--- src/common/tx_cfg_pkg.sv ---
// Shared constants and carriers for the transmit packet framer and its register port.
// Assumes a byte-wide register port driven by logic on the same clock as the framer.
package tx_cfg_pkg;
  localparam logic [5:0] off_sync_high = 6'h04;
  localparam logic [5:0] off_sync_low = 6'h05;
  localparam logic [5:0] off_pkt_len = 6'h06;
  localparam logic [5:0] off_pkt_ctrl = 6'h08;
  localparam logic [5:0] off_addr = 6'h09;
  localparam logic [5:0] off_channel_index = 6'h0a;
  localparam logic [5:0] off_carrier_high = 6'h0d;
  localparam logic [5:0] off_carrier_mid = 6'h0e;
  localparam logic [5:0] off_carrier_low = 6'h0f;
  localparam logic [5:0] off_rate_exp = 6'h10;
  localparam logic [5:0] off_rate_mant = 6'h11;
  localparam logic [5:0] off_channel_index_spacing = 6'h15;

  localparam logic [7:0] rst_sync_high = 8'hd3;
  localparam logic [7:0] rst_sync_low = 8'h91;
  localparam logic [7:0] rst_pkt_len = 8'hff;
  localparam logic [7:0] rst_addr = 8'h00;
  localparam logic [7:0] rst_channel_index = 8'h00;
  localparam logic [5:0] rst_carrier_high = 6'h1e;
  localparam logic [7:0] rst_carrier_mid = 8'hc4;
  localparam logic [7:0] rst_carrier_low = 8'hec;
  localparam logic [3:0] rst_rate_exp = 4'hc;
  localparam logic [7:0] rst_rate_mant = 8'h22;
  localparam logic [7:0] rst_channel_index_spacing = 8'hf8;
  localparam logic [0:0] rst_whitening = 1'h1;
  localparam logic [1:0] rst_format = 2'h0;
  localparam logic [0:0] rst_crc_en = 1'h1;
  localparam logic [1:0] rst_len_mode = 2'h1;

  localparam int ctrl_white_bit = 6;
  localparam int ctrl_fmt_lsb = 4;
  localparam int ctrl_crc_bit = 2;

  localparam logic [1:0] fmt_fifo = 2'h0;
  localparam logic [1:0] fmt_sync_serial = 2'h1;
  localparam logic [1:0] fmt_random = 2'h2;
  localparam logic [1:0] fmt_async = 2'h3;
  localparam logic [1:0] len_fixed = 2'h0;
  localparam logic [1:0] len_variable = 2'h1;
  localparam logic [1:0] len_infinite = 2'h2;

  localparam logic [8:0] pn9_seed = 9'h1ff;
  localparam logic [15:0] crc_seed = 16'hffff;
  localparam logic [15:0] crc_poly = 16'h8005;
  localparam logic [7:0] preamble_byte = 8'haa;
  localparam logic [2:0] preamble_bytes = 3'h4;
  localparam logic [8:0] rate_hidden_one = 9'h100;

  typedef struct packed {
    logic wr;
    logic [5:0] addr;
    logic [7:0] wdata;
  } reg_req_t;

  typedef struct packed {
    logic whitening_enable;
    logic [1:0] data_source_format;
    logic crc_en;
    logic [1:0] len_mode;
  } pkt_ctrl_t;

  typedef struct packed {
    logic [23:0] carrier_word;
    logic [7:0] channel_index;
    logic [7:0] channel_index_spacing;
    logic [8:0] symbol_rate_mantissa;
    logic [3:0] symbol_rate_exponent;
  } synth_cfg_t;
endpackage

--- src/design/tx_packet_synth_config.sv ---
// Register file, packet framer and synthesizer settings of the transmitter.
// Assumes the register port and payload stream are on clk; the serial data pin is asynchronous.
`timescale 1ns/1ps
// What this block does
// (RULE_01) Low sync byte is a read/write register resetting to 0x91.
// (RULE_02) High sync byte is a separate read/write register; together they form the word.
// (RULE_03) Fixed framing sends exactly the packet length setting bytes.
// (RULE_04) Variable framing uses the packet length setting only as the maximum.
// (RULE_05) Whitening bit, reset one, selects whitening of transmitted data.
// (RULE_06) Format 00 takes data from the transmit FIFO in packet mode.
// (RULE_07) Format 01 is serial synchronous; data comes in on general output pin zero.
// (RULE_08) Format 10 transmits PN9 pseudo-random data for test.
// (RULE_09) Format 11 passes pin zero data straight to the transmitter.
// (RULE_10) CRC enable bit, reset one, inserts a CRC per packet.
// (RULE_11) Length mode 00 sends fixed length packets.
// (RULE_12) Length mode 01, the reset value, sends a leading length byte.
// (RULE_13) Length mode 10 sends unbounded packets; host never writes 11.
// (RULE_14) Filter address register is eight bits resetting to zero.
// (RULE_15) Channel number times spacing is added to the base frequency.
// (RULE_16) Top two carrier word bits read zero and cannot be written.
// (RULE_17) Carrier is crystal over two to sixteen times the 24-bit word.
// (RULE_18) Low nibble of the modem byte is the rate exponent, reset 0x0c.
// (RULE_19) Upper nibble of the exponent byte is reserved, read only.
// (RULE_20) Symbol rate has eight-bit mantissa plus a hidden leading one.
// (RULE_21) Sixteen-bit CRC follows payload, over length and payload, before whitening.
// (RULE_22) Sync word goes high byte first, MSB first, after preamble.
module tx_packet_synth_config
  import tx_cfg_pkg::*;
#(
  parameter int fifo_depth = 2
) (
  input wire logic clk,               // 200 MHz clock
  input wire logic resetn,            // Asynchronous reset, active low
  input wire reg_req_t reg_req,       // Register access request
  input wire logic reg_valid,         // Register request strobe
  output logic [7:0] reg_rdata,       // Read data, one cycle after the request
  output logic reg_rvalid,            // Read data valid pulse
  input wire logic tx_start,          // Begin a packet (packet formats)
  input wire logic [7:0] fifo_data,   // Payload byte from transmit FIFO
  input wire logic fifo_valid,        // Payload byte available
  output logic fifo_ready,            // Payload byte accepted
  input wire logic [7:0] pay_len,     // Payload length for variable mode
  input wire logic general_output_pin_zero_in,           // General output pin zero data input
  input wire logic bit_tick,          // Symbol clock strobe from the modulator
  output logic tx_bit_ff,             // Bit to the modulator
  output logic tx_active_ff,          // Transmission in progress
  output logic pkt_done_ff,           // Packet finished pulse
  output logic [31:0] synth_word_ff,  // Carrier plus channel offset, in fxosc/2^18 steps
  output synth_cfg_t synth_cfg_ff     // Synthesizer and rate settings
);
  // The skid buffer is built for exactly two entries
  if (fifo_depth != 2) begin : g_depth_check
    $error("fifo_depth must be 2");
  end

  typedef enum logic [5:0] {
    st_idle = 6'b000001,
    st_pre = 6'b000010,
    st_sync = 6'b000100,
    st_len = 6'b001000,
    st_data = 6'b010000,
    st_crc = 6'b100000
  } fr_state_t;

  function automatic logic [15:0] crc_byte(input logic [15:0] c, input logic [7:0] d);
    logic [15:0] r;
    r = c;
    for (int i = 7; i >= 0; i--) begin
      r = (r[15] ^ d[i]) ? ((r << 1) ^ crc_poly) : (r << 1);
    end
    return r;
  endfunction

  logic [7:0] sync_high_ff, sync_low_ff, pkt_len_ff, addr_ff, channel_index_ff;
  logic [5:0] carrier_high_ff;
  logic [7:0] carrier_mid_ff, carrier_low_ff, rate_mant_ff, spacing_ff;
  logic [3:0] rate_exp_ff;
  pkt_ctrl_t ctrl_ff;
  logic [1:0] gdo_sync_ff;

  // Register writes
  always_ff @(posedge clk or negedge resetn) begin
    if (!resetn) begin
      sync_high_ff <= rst_sync_high;
      sync_low_ff <= rst_sync_low;
      pkt_len_ff <= rst_pkt_len;
      addr_ff <= rst_addr;
      channel_index_ff <= rst_channel_index;
      carrier_high_ff <= rst_carrier_high;
      carrier_mid_ff <= rst_carrier_mid;
      carrier_low_ff <= rst_carrier_low;
      rate_exp_ff <= rst_rate_exp;
      rate_mant_ff <= rst_rate_mant;
      spacing_ff <= rst_channel_index_spacing;
      ctrl_ff <= {rst_whitening, rst_format, rst_crc_en, rst_len_mode};
    end else if (reg_valid && reg_req.wr) begin
      unique case (reg_req.addr)
        off_sync_high: sync_high_ff <= reg_req.wdata; // see RULE_02
        off_sync_low: sync_low_ff <= reg_req.wdata; // see RULE_01
        off_pkt_len: pkt_len_ff <= reg_req.wdata;
        off_pkt_ctrl: ctrl_ff <= {reg_req.wdata[ctrl_white_bit],
                                  reg_req.wdata[ctrl_fmt_lsb +: 2],
                                  reg_req.wdata[ctrl_crc_bit],
                                  reg_req.wdata[1:0]};
        off_addr: addr_ff <= reg_req.wdata; // see RULE_14
        off_channel_index: channel_index_ff <= reg_req.wdata;
        off_carrier_high: carrier_high_ff <= reg_req.wdata[5:0]; // see RULE_16
        off_carrier_mid: carrier_mid_ff <= reg_req.wdata;
        off_carrier_low: carrier_low_ff <= reg_req.wdata;
        off_rate_exp: rate_exp_ff <= reg_req.wdata[3:0]; // see RULE_18 RULE_19
        off_rate_mant: rate_mant_ff <= reg_req.wdata;
        off_channel_index_spacing: spacing_ff <= reg_req.wdata;
        default: ;
      endcase
    end
  end

  // Register reads; unmapped offsets read zero
  always_ff @(posedge clk or negedge resetn) begin
    if (!resetn) begin
      reg_rdata <= 8'h00;
      reg_rvalid <= 1'b0;
    end else begin
      reg_rvalid <= reg_valid && !reg_req.wr;
      // Read data only moves on a read, so it stands until the next read
      if (reg_valid && !reg_req.wr) begin
        unique case (reg_req.addr)
          off_sync_high: reg_rdata <= sync_high_ff;
          off_sync_low: reg_rdata <= sync_low_ff;
          off_pkt_len: reg_rdata <= pkt_len_ff;
          off_pkt_ctrl: reg_rdata <= {1'b0, ctrl_ff.whitening_enable, ctrl_ff.data_source_format,
                                      1'b0, ctrl_ff.crc_en, ctrl_ff.len_mode};
          off_addr: reg_rdata <= addr_ff;
          off_channel_index: reg_rdata <= channel_index_ff;
          off_carrier_high: reg_rdata <= {2'b00, carrier_high_ff}; // see RULE_16
          off_carrier_mid: reg_rdata <= carrier_mid_ff;
          off_carrier_low: reg_rdata <= carrier_low_ff;
          off_rate_exp: reg_rdata <= {4'h0, rate_exp_ff}; // see RULE_19
          off_rate_mant: reg_rdata <= rate_mant_ff;
          off_channel_index_spacing: reg_rdata <= spacing_ff;
          default: reg_rdata <= 8'h00;
        endcase
      end
    end
  end

  // Synthesizer word: base in fxosc/2^16 steps scaled by 4 to share the 2^18 channel grid
  always_ff @(posedge clk or negedge resetn) begin
    if (!resetn) begin
      synth_word_ff <= 32'h0000_0000;
      synth_cfg_ff <= '0;
    end else begin
      synth_cfg_ff.carrier_word <= {2'b00, carrier_high_ff, carrier_mid_ff,
                                    carrier_low_ff}; // see RULE_17
      synth_cfg_ff.channel_index <= channel_index_ff;
      synth_cfg_ff.channel_index_spacing <= spacing_ff;
      synth_cfg_ff.symbol_rate_mantissa <= rate_hidden_one | {1'b0, rate_mant_ff}; // see RULE_20
      synth_cfg_ff.symbol_rate_exponent <= rate_exp_ff; // see RULE_18
      // Operands widened before the product so no channel offset bit is lost
      synth_word_ff <= {8'h00, carrier_high_ff, carrier_mid_ff, carrier_low_ff, 2'b00}
                       + {16'h0000, 16'(channel_index_ff) * 16'(spacing_ff)}; // see RULE_15 RULE_17
    end
  end

  // Pin data crosses into clk through two flops
  always_ff @(posedge clk or negedge resetn) begin
    if (!resetn) gdo_sync_ff <= 2'b00;
    else gdo_sync_ff <= {gdo_sync_ff[0], general_output_pin_zero_in};
  end

  // Two-entry skid buffer in front of the framer so a stall loses no byte
  logic [7:0] buf_mem [2];
  logic [1:0] buf_cnt_ff;
  logic buf_wp_ff, buf_rp_ff;
  logic buf_pop;
  logic ready_ff;
  // Ready comes from a flop that tracks the count, high while fewer than two bytes are held
  assign fifo_ready = ready_ff;
  wire buf_push = fifo_valid && ready_ff;
  wire [1:0] nxt_buf_cnt = buf_cnt_ff + 2'(buf_push) - 2'(buf_pop);
  always_ff @(posedge clk or negedge resetn) begin
    if (!resetn) begin
      buf_cnt_ff <= 2'd0;
      buf_wp_ff <= 1'b0;
      buf_rp_ff <= 1'b0;
      ready_ff <= 1'b1;
    end else begin
      if (buf_push) buf_wp_ff <= ~buf_wp_ff;
      if (buf_pop) buf_rp_ff <= ~buf_rp_ff;
      buf_cnt_ff <= nxt_buf_cnt;
      ready_ff <= (nxt_buf_cnt != 2'd2);
    end
  end
  always_ff @(posedge clk) begin
    if (buf_push) buf_mem[buf_wp_ff] <= fifo_data; // see RULE_06
  end
  wire buf_has = (buf_cnt_ff != 2'd0);

  // Framer
  fr_state_t st_ff;
  logic [7:0] sh_ff, remain_ff;
  logic [2:0] bit_ff, pre_cnt_ff;
  logic sync_half_ff, crc_half_ff;
  logic [15:0] crc_ff;
  logic [8:0] pn9_ff;
  wire pkt_mode = (ctrl_ff.data_source_format == fmt_fifo)
                  || (ctrl_ff.data_source_format == fmt_random);
  wire byte_end = bit_tick && (bit_ff == 3'd7);
  wire white_bit = sh_ff[7] ^ (ctrl_ff.whitening_enable && (st_ff == st_len || st_ff == st_data)
                   ? pn9_ff[0] : 1'b0); // see RULE_05
  wire [7:0] len_used = (pay_len > pkt_len_ff) ? pkt_len_ff : pay_len; // see RULE_04
  // Infinite packets run on while tx_start stays high; others count down the length
  wire more_data = (ctrl_ff.len_mode == len_infinite) ? tx_start
                   : (remain_ff > 8'd1); // see RULE_13
  // Pop exactly when a buffered byte is loaded into the shifter, never on a stale reload
  assign buf_pop = byte_end && buf_has && (ctrl_ff.data_source_format == fmt_fifo)
                   && ((st_ff == st_sync && sync_half_ff && ctrl_ff.len_mode != len_variable)
                       || st_ff == st_len || (st_ff == st_data && more_data));
  wire [7:0] next_data = (ctrl_ff.data_source_format == fmt_random) ? pn9_ff[7:0]
                         : buf_mem[buf_rp_ff]; // see RULE_08
  wire [8:0] pn9_step = {pn9_ff[5] ^ pn9_ff[0], pn9_ff[8:1]};

  always_ff @(posedge clk or negedge resetn) begin
    if (!resetn) begin
      st_ff <= st_idle;
      sh_ff <= 8'h00;
      bit_ff <= 3'd0;
      pre_cnt_ff <= 3'd0;
      sync_half_ff <= 1'b0;
      crc_half_ff <= 1'b0;
      remain_ff <= 8'h00;
      crc_ff <= crc_seed;
      tx_active_ff <= 1'b0;
      pkt_done_ff <= 1'b0;
    end else begin
      pkt_done_ff <= 1'b0;
      if (bit_tick && st_ff != st_idle) bit_ff <= bit_ff + 3'd1;
      if (bit_tick && st_ff != st_idle && !byte_end) sh_ff <= {sh_ff[6:0], 1'b0};
      unique case (st_ff)
        st_idle: begin
          tx_active_ff <= !pkt_mode;
          if (tx_start && pkt_mode) begin
            st_ff <= st_pre;
            sh_ff <= preamble_byte;
            bit_ff <= 3'd0;
            pre_cnt_ff <= 3'd1;
            crc_ff <= crc_seed;
            tx_active_ff <= 1'b1;
          end
        end
        st_pre: if (byte_end) begin
          if (pre_cnt_ff == preamble_bytes) begin
            st_ff <= st_sync;
            sh_ff <= sync_high_ff; // see RULE_22
            sync_half_ff <= 1'b0;
          end else begin
            pre_cnt_ff <= pre_cnt_ff + 3'd1;
            sh_ff <= preamble_byte;
          end
        end
        st_sync: if (byte_end) begin
          if (!sync_half_ff) begin
            sh_ff <= sync_low_ff; // see RULE_22
            sync_half_ff <= 1'b1;
          end else if (ctrl_ff.len_mode == len_variable) begin
            st_ff <= st_len; // see RULE_12
            sh_ff <= len_used;
            remain_ff <= len_used;
            crc_ff <= crc_byte(crc_seed, len_used); // see RULE_21
          end else begin
            st_ff <= st_data; // see RULE_11 RULE_13
            remain_ff <= pkt_len_ff; // see RULE_03
            sh_ff <= next_data;
            crc_ff <= crc_byte(crc_seed, next_data);
          end
        end
        st_len: if (byte_end) begin
          st_ff <= st_data;
          sh_ff <= next_data;
          crc_ff <= crc_byte(crc_ff, next_data);
        end
        st_data: if (byte_end) begin
          if (more_data) begin
            if (ctrl_ff.len_mode != len_infinite) remain_ff <= remain_ff - 8'd1;
            sh_ff <= next_data;
            crc_ff <= crc_byte(crc_ff, next_data);
          end else if (ctrl_ff.crc_en) begin
            st_ff <= st_crc; // see RULE_10 RULE_21
            sh_ff <= crc_ff[15:8];
            crc_half_ff <= 1'b0;
          end else begin
            st_ff <= st_idle;
            pkt_done_ff <= 1'b1;
          end
        end
        st_crc: if (byte_end) begin
          if (!crc_half_ff) begin
            sh_ff <= crc_ff[7:0];
            crc_half_ff <= 1'b1;
          end else begin
            st_ff <= st_idle;
            pkt_done_ff <= 1'b1;
          end
        end
      endcase
    end
  end

  // Bit to the modulator: pin data in the serial formats, framed bits otherwise
  always_ff @(posedge clk or negedge resetn) begin
    if (!resetn) begin
      tx_bit_ff <= 1'b0;
    end else if (bit_tick) begin
      if (!pkt_mode) begin
        tx_bit_ff <= gdo_sync_ff[1]; // see RULE_07 RULE_09
      end else if (st_ff != st_idle) begin
        tx_bit_ff <= white_bit;
      end
    end
  end

  // Sequence restarts with every packet so whitening and test data repeat exactly
  always_ff @(posedge clk or negedge resetn) begin
    if (!resetn) begin
      pn9_ff <= pn9_seed;
    end else if (st_ff == st_idle && tx_start && pkt_mode) begin
      pn9_ff <= pn9_seed;
    end else if (byte_end && (st_ff == st_len || st_ff == st_data)
                 && (ctrl_ff.whitening_enable
                     || ctrl_ff.data_source_format == fmt_random)) begin
      pn9_ff <= pn9_step; // see RULE_05 RULE_08
    end
  end
endmodule

--- config.mk ---
export PLATFORM = sky130hd
export DESIGN_NAME = tx_packet_synth_config
export DESIGN_NICKNAME = d
export VERILOG_FILES = /design/src/common/tx_cfg_pkg.sv /design/src/design/tx_packet_synth_config.sv
export SDC_FILE = /design/constraint.sdc
export NUM_CORES = 1
export LEC_CHECK = 0
export BUFFER_PORTS_ARGS = -buffer_cell sky130_fd_sc_hd__buf_2
export CORE_ASPECT_RATIO = 1.4
export CORE_MARGIN = 3
export CORE_UTILIZATION = 65
export CTS_BUF_LIST = sky130_fd_sc_hd__clkbuf_4 sky130_fd_sc_hd__clkbuf_8 sky130_fd_sc_hd__clkbuf_16
export DETAILED_ROUTE_END_ITERATION = 16
export HOLD_SLACK_MARGIN = 0.1
export PLACE_DENSITY = 0.86
export SLEW_MARGIN = 5
export SYNTH_ARGS = -nofsm -noshare
export SYNTH_HDL_FRONTEND = slang
export SYNTH_SLANG_ARGS = --single-unit
--- constraint.sdc ---
create_clock -name clk -period 8.76 [get_ports clk]
set_clock_uncertainty 0.05 [all_clocks]
set_input_delay 0.876 -clock clk [delete_from_list [all_inputs] [get_ports clk]]
set_output_delay 0.876 -clock clk [all_outputs]
set_load 0.03 [all_outputs]
==> metrics.yaml <==
run_status:
  status: "complete, no violations"
critical_path:
  path_class: "reg -> reg"
  worst_ep_arrival_time_ns: 5.77
  critPathLaunchType: "flip-flop"
  r2r_end: "synth_word_ff[22]"
  critPathMaxFanout: 11
  worstPathCellList: "nand2_1 -> fa_1 -> fa_1 -> inv_1 -> fa_1 -> inv_1 -> fa_1 -> inv_1 -> ha_1 -> a21o_1 -> a21oi_1 -> o21ai_0 -> a211oi_1 -> o31ai_1 -> nand3_1 -> xnor2_1"
  cpMostUsedCell: "fa_1"
  ff2ff_setup_slack_ns: 3.34
  end_kind: "flip-flop"
  r2r_cells: 16
  cpPeakStageDelay_ns: 0.63
  cp.required_ns: 9.12
  rr_startpoint: "spacing_ff[7]"
  slowest_stage: "dfstp_2"
clock_tree:
  clockRootBuffer: "clkbuf_16"
  cts_hold_buffers: 0
  cts_tree: "yes"
  cts.sinks: 254
  path_clk_slew_ns: 0.07
  clock_latency_ns: 0.53
  post-cts-setup-buffer-count: 0
  ctsResizeCount: 0
  cts_max_path_buffers: 3
  cts_made_buffers: 25
  cts_htree_levels: 1
placed_design:
  place.gp.congestion: 0.960
  postPlaceCellArea_mm2: 0.0157
  dp_hpwl_um: 30900
  placement.io_buffers: 126
  post-place-ws_ns: 3.43
min_path:
  hold_class: "in -> async"
floorplan:
  start_util_pct: 66.2
  rows: 65
  die_area_mm2: 0.0248
  io_pins: 136
  die_height_um: 185
  core_mm2: 0.0225
  die_w_um: 134
synthesis:
  synth_warnings: 0
  synth_enable_flop_cells: 16
  synth_mux_area_share_pct: 9.91
  synth_ff_type: "dfrtp_1"
  synth_top_family_by_area: "compound AO/OA/AOI/OAI gates"
  ys_top_cells_by_count: "171 x dfrtp_1, 134 x nand2_1, 111 x inv_1"
  synthesis.area_mm2: 0.0149
  synthXorXnorAreaFrac_pct: 5.16
  synthCells: 1421
  yosysTopAreaCell: "dfrtp_1"
  synth-seq-area-share_pct: 43.7
  synth_adder_area_share_pct: 11.1
  synth_simple_gate_area_share_pct: 12.3
  yosys-top-cells-area: "dfrtp_1 29%, dfstp_2 12%, mux2_2 6.9%"
  ys_seq_elements: 254
  synthDistinctLibCells: 83
  yosysTopAreaCellShare_pct: 28.7
  synth_compound_area_share_pct: 12.5
  async_flop_share_pct: 93.7
  avgSynthCellArea_um2: 10.5
  synth.most_common_cell: "dfrtp_1"
drt:
  dr.pass1.iters: 7
  drt-total-wl_um: 42100
  drt-vias-per-instance: 6.24
  drt-wirelength-per-cell_um: 22.9
  ant_nets: 0
  drc: 0
  vias: 11500
  drtIter0Drc: 1174
timing:
  post-route-period-util_pct: 61.8
  relSlewSlack_pct: 24.8
  worst_slack_ns: 3.34
  tightest_slew_ns: 1.12
  max_freq_mhz: 185
  finalHoldViolations: 0
  min_period_ns: 5.42
  finalSetupViolCount: 0
  rsz0062_at_grt: "false"
  fin_setup_tns_ns: 0
  slew_violations: 0
layout:
  area_growth_syn_to_layout_pct: 10.9
  drive_above_1_share_pct: 23.6
  n_fill_cell: 1604
  fin_util_pct: 73.5
  fin_area_mm2: 0.0166
  num_antenna_cells: 0
  nets: 1657
global_routing:
  grt_use_total_pct: 34.2
  grt_pass1_wl_um: 66000
  antenna_found_initial: 1
  grt_start_max_net_pins: 99
  grt_overflow_total: 0
  grt_pass1_vias: 12000
pwr:
  p_leak_nw: 8.07
  total_power_mw: 3.94
  p_per_area_mw_per_mm2: 238
  vdd_drop_max_mv: 0.171
job:
  max_cap_viol_count: 0
[per-stage QoR]
step | std cells | hold slack [ns]
finish | 1835 | 0.308
global route | 1835 | 0.321
CTS | 1835 | 0.314
detailed placement | 1790 | 0.300
global placement | 1790 | 0.287
floorplan | 1429 | 0.281
[critical path: cells and delay by family, from the launching register on]
family,cells,cell delay [ns]
AO/OA/AOI/OAI,5,1.47
XOR/XNOR,1,0.17
adder cells (fa/ha/maj),5,2.49
buffers and inverters,3,0.16
flip-flops,1,0.63
AND/OR/NAND/NOR,2,0.32
[report_power, final]
group	switching (mW)	total [mW]	internal, mW
registers	0.187	1.59	1.41
logic	0.741	1.23	0.491
clock network	0.472	1.12	0.646
total	1.40	3.94	2.54
[metal layers]
metal	wire, um	vias to the layer above	global-route usage [%]
met5	11	-	0
met3	2260	197	4.65
met4	3410	2	23.3
met1	14800	5672	38.9
li1	-	5102	-
met2	21600	486	60.0
[cells by family (layout without fill, tap and decap cells)]
family,Yosys count,in the layout
compound gates,290,290
buf+inv,188,293
mux,132,132
simple gates,376,376
other cells,2,10
fa+ha+maj,103,103
flops,254,254
xor+xnor,76,76
[flip-flops by register name (all words and copies together) (netlist names), 9 cells and up]
register	count
synth_cfg_ff	51
synth_word_ff	25
buf_mem	16
crc_ff	16
pn9_ff	9
[final cells by class]
| class | count | area (um^2) | share of cell area [%] |
|---|---|---|---|
| tap | 301 | 377 | 2.27 |
| sequential | 254 | 6520 | 39.4 |
| timing repair buffer | 137 | 723 | 4.37 |
| clock inverter | 11 | 125 | 0.756 |
| inverter | 111 | 417 | 2.52 |
| clock buffer | 34 | 731 | 4.41 |
| multi-input combinational | 987 | 7660 | 46.3 |
[layout by cell type (no fill, tap or decap), drive strengths merged, types with 54 or more instances in the layout]
| cell type | n |
|---|---|
| ha | 54 |
| a21oi | 68 |
| o21ai | 88 |
| dfrtp | 171 |
| nor2 | 67 |
| mux2 | 93 |
| buf | 137 |
| inv | 111 |
| nand2 | 134 |
| dfstp | 67 |
[how the worst max path moves through the flow]
stage                        startpoint                end
global placement          spacing_ff[7]  synth_word_ff[22]
detailed placement        spacing_ff[7]  synth_word_ff[20]
floorplan                 spacing_ff[7]  synth_word_ff[20]
finish                    spacing_ff[7]  synth_word_ff[22]
global route        channel_index_ff[5]  synth_word_ff[22]
CTS                       spacing_ff[1]  synth_word_ff[22]
Note: power is estimated with default switching activity, not from simulation.
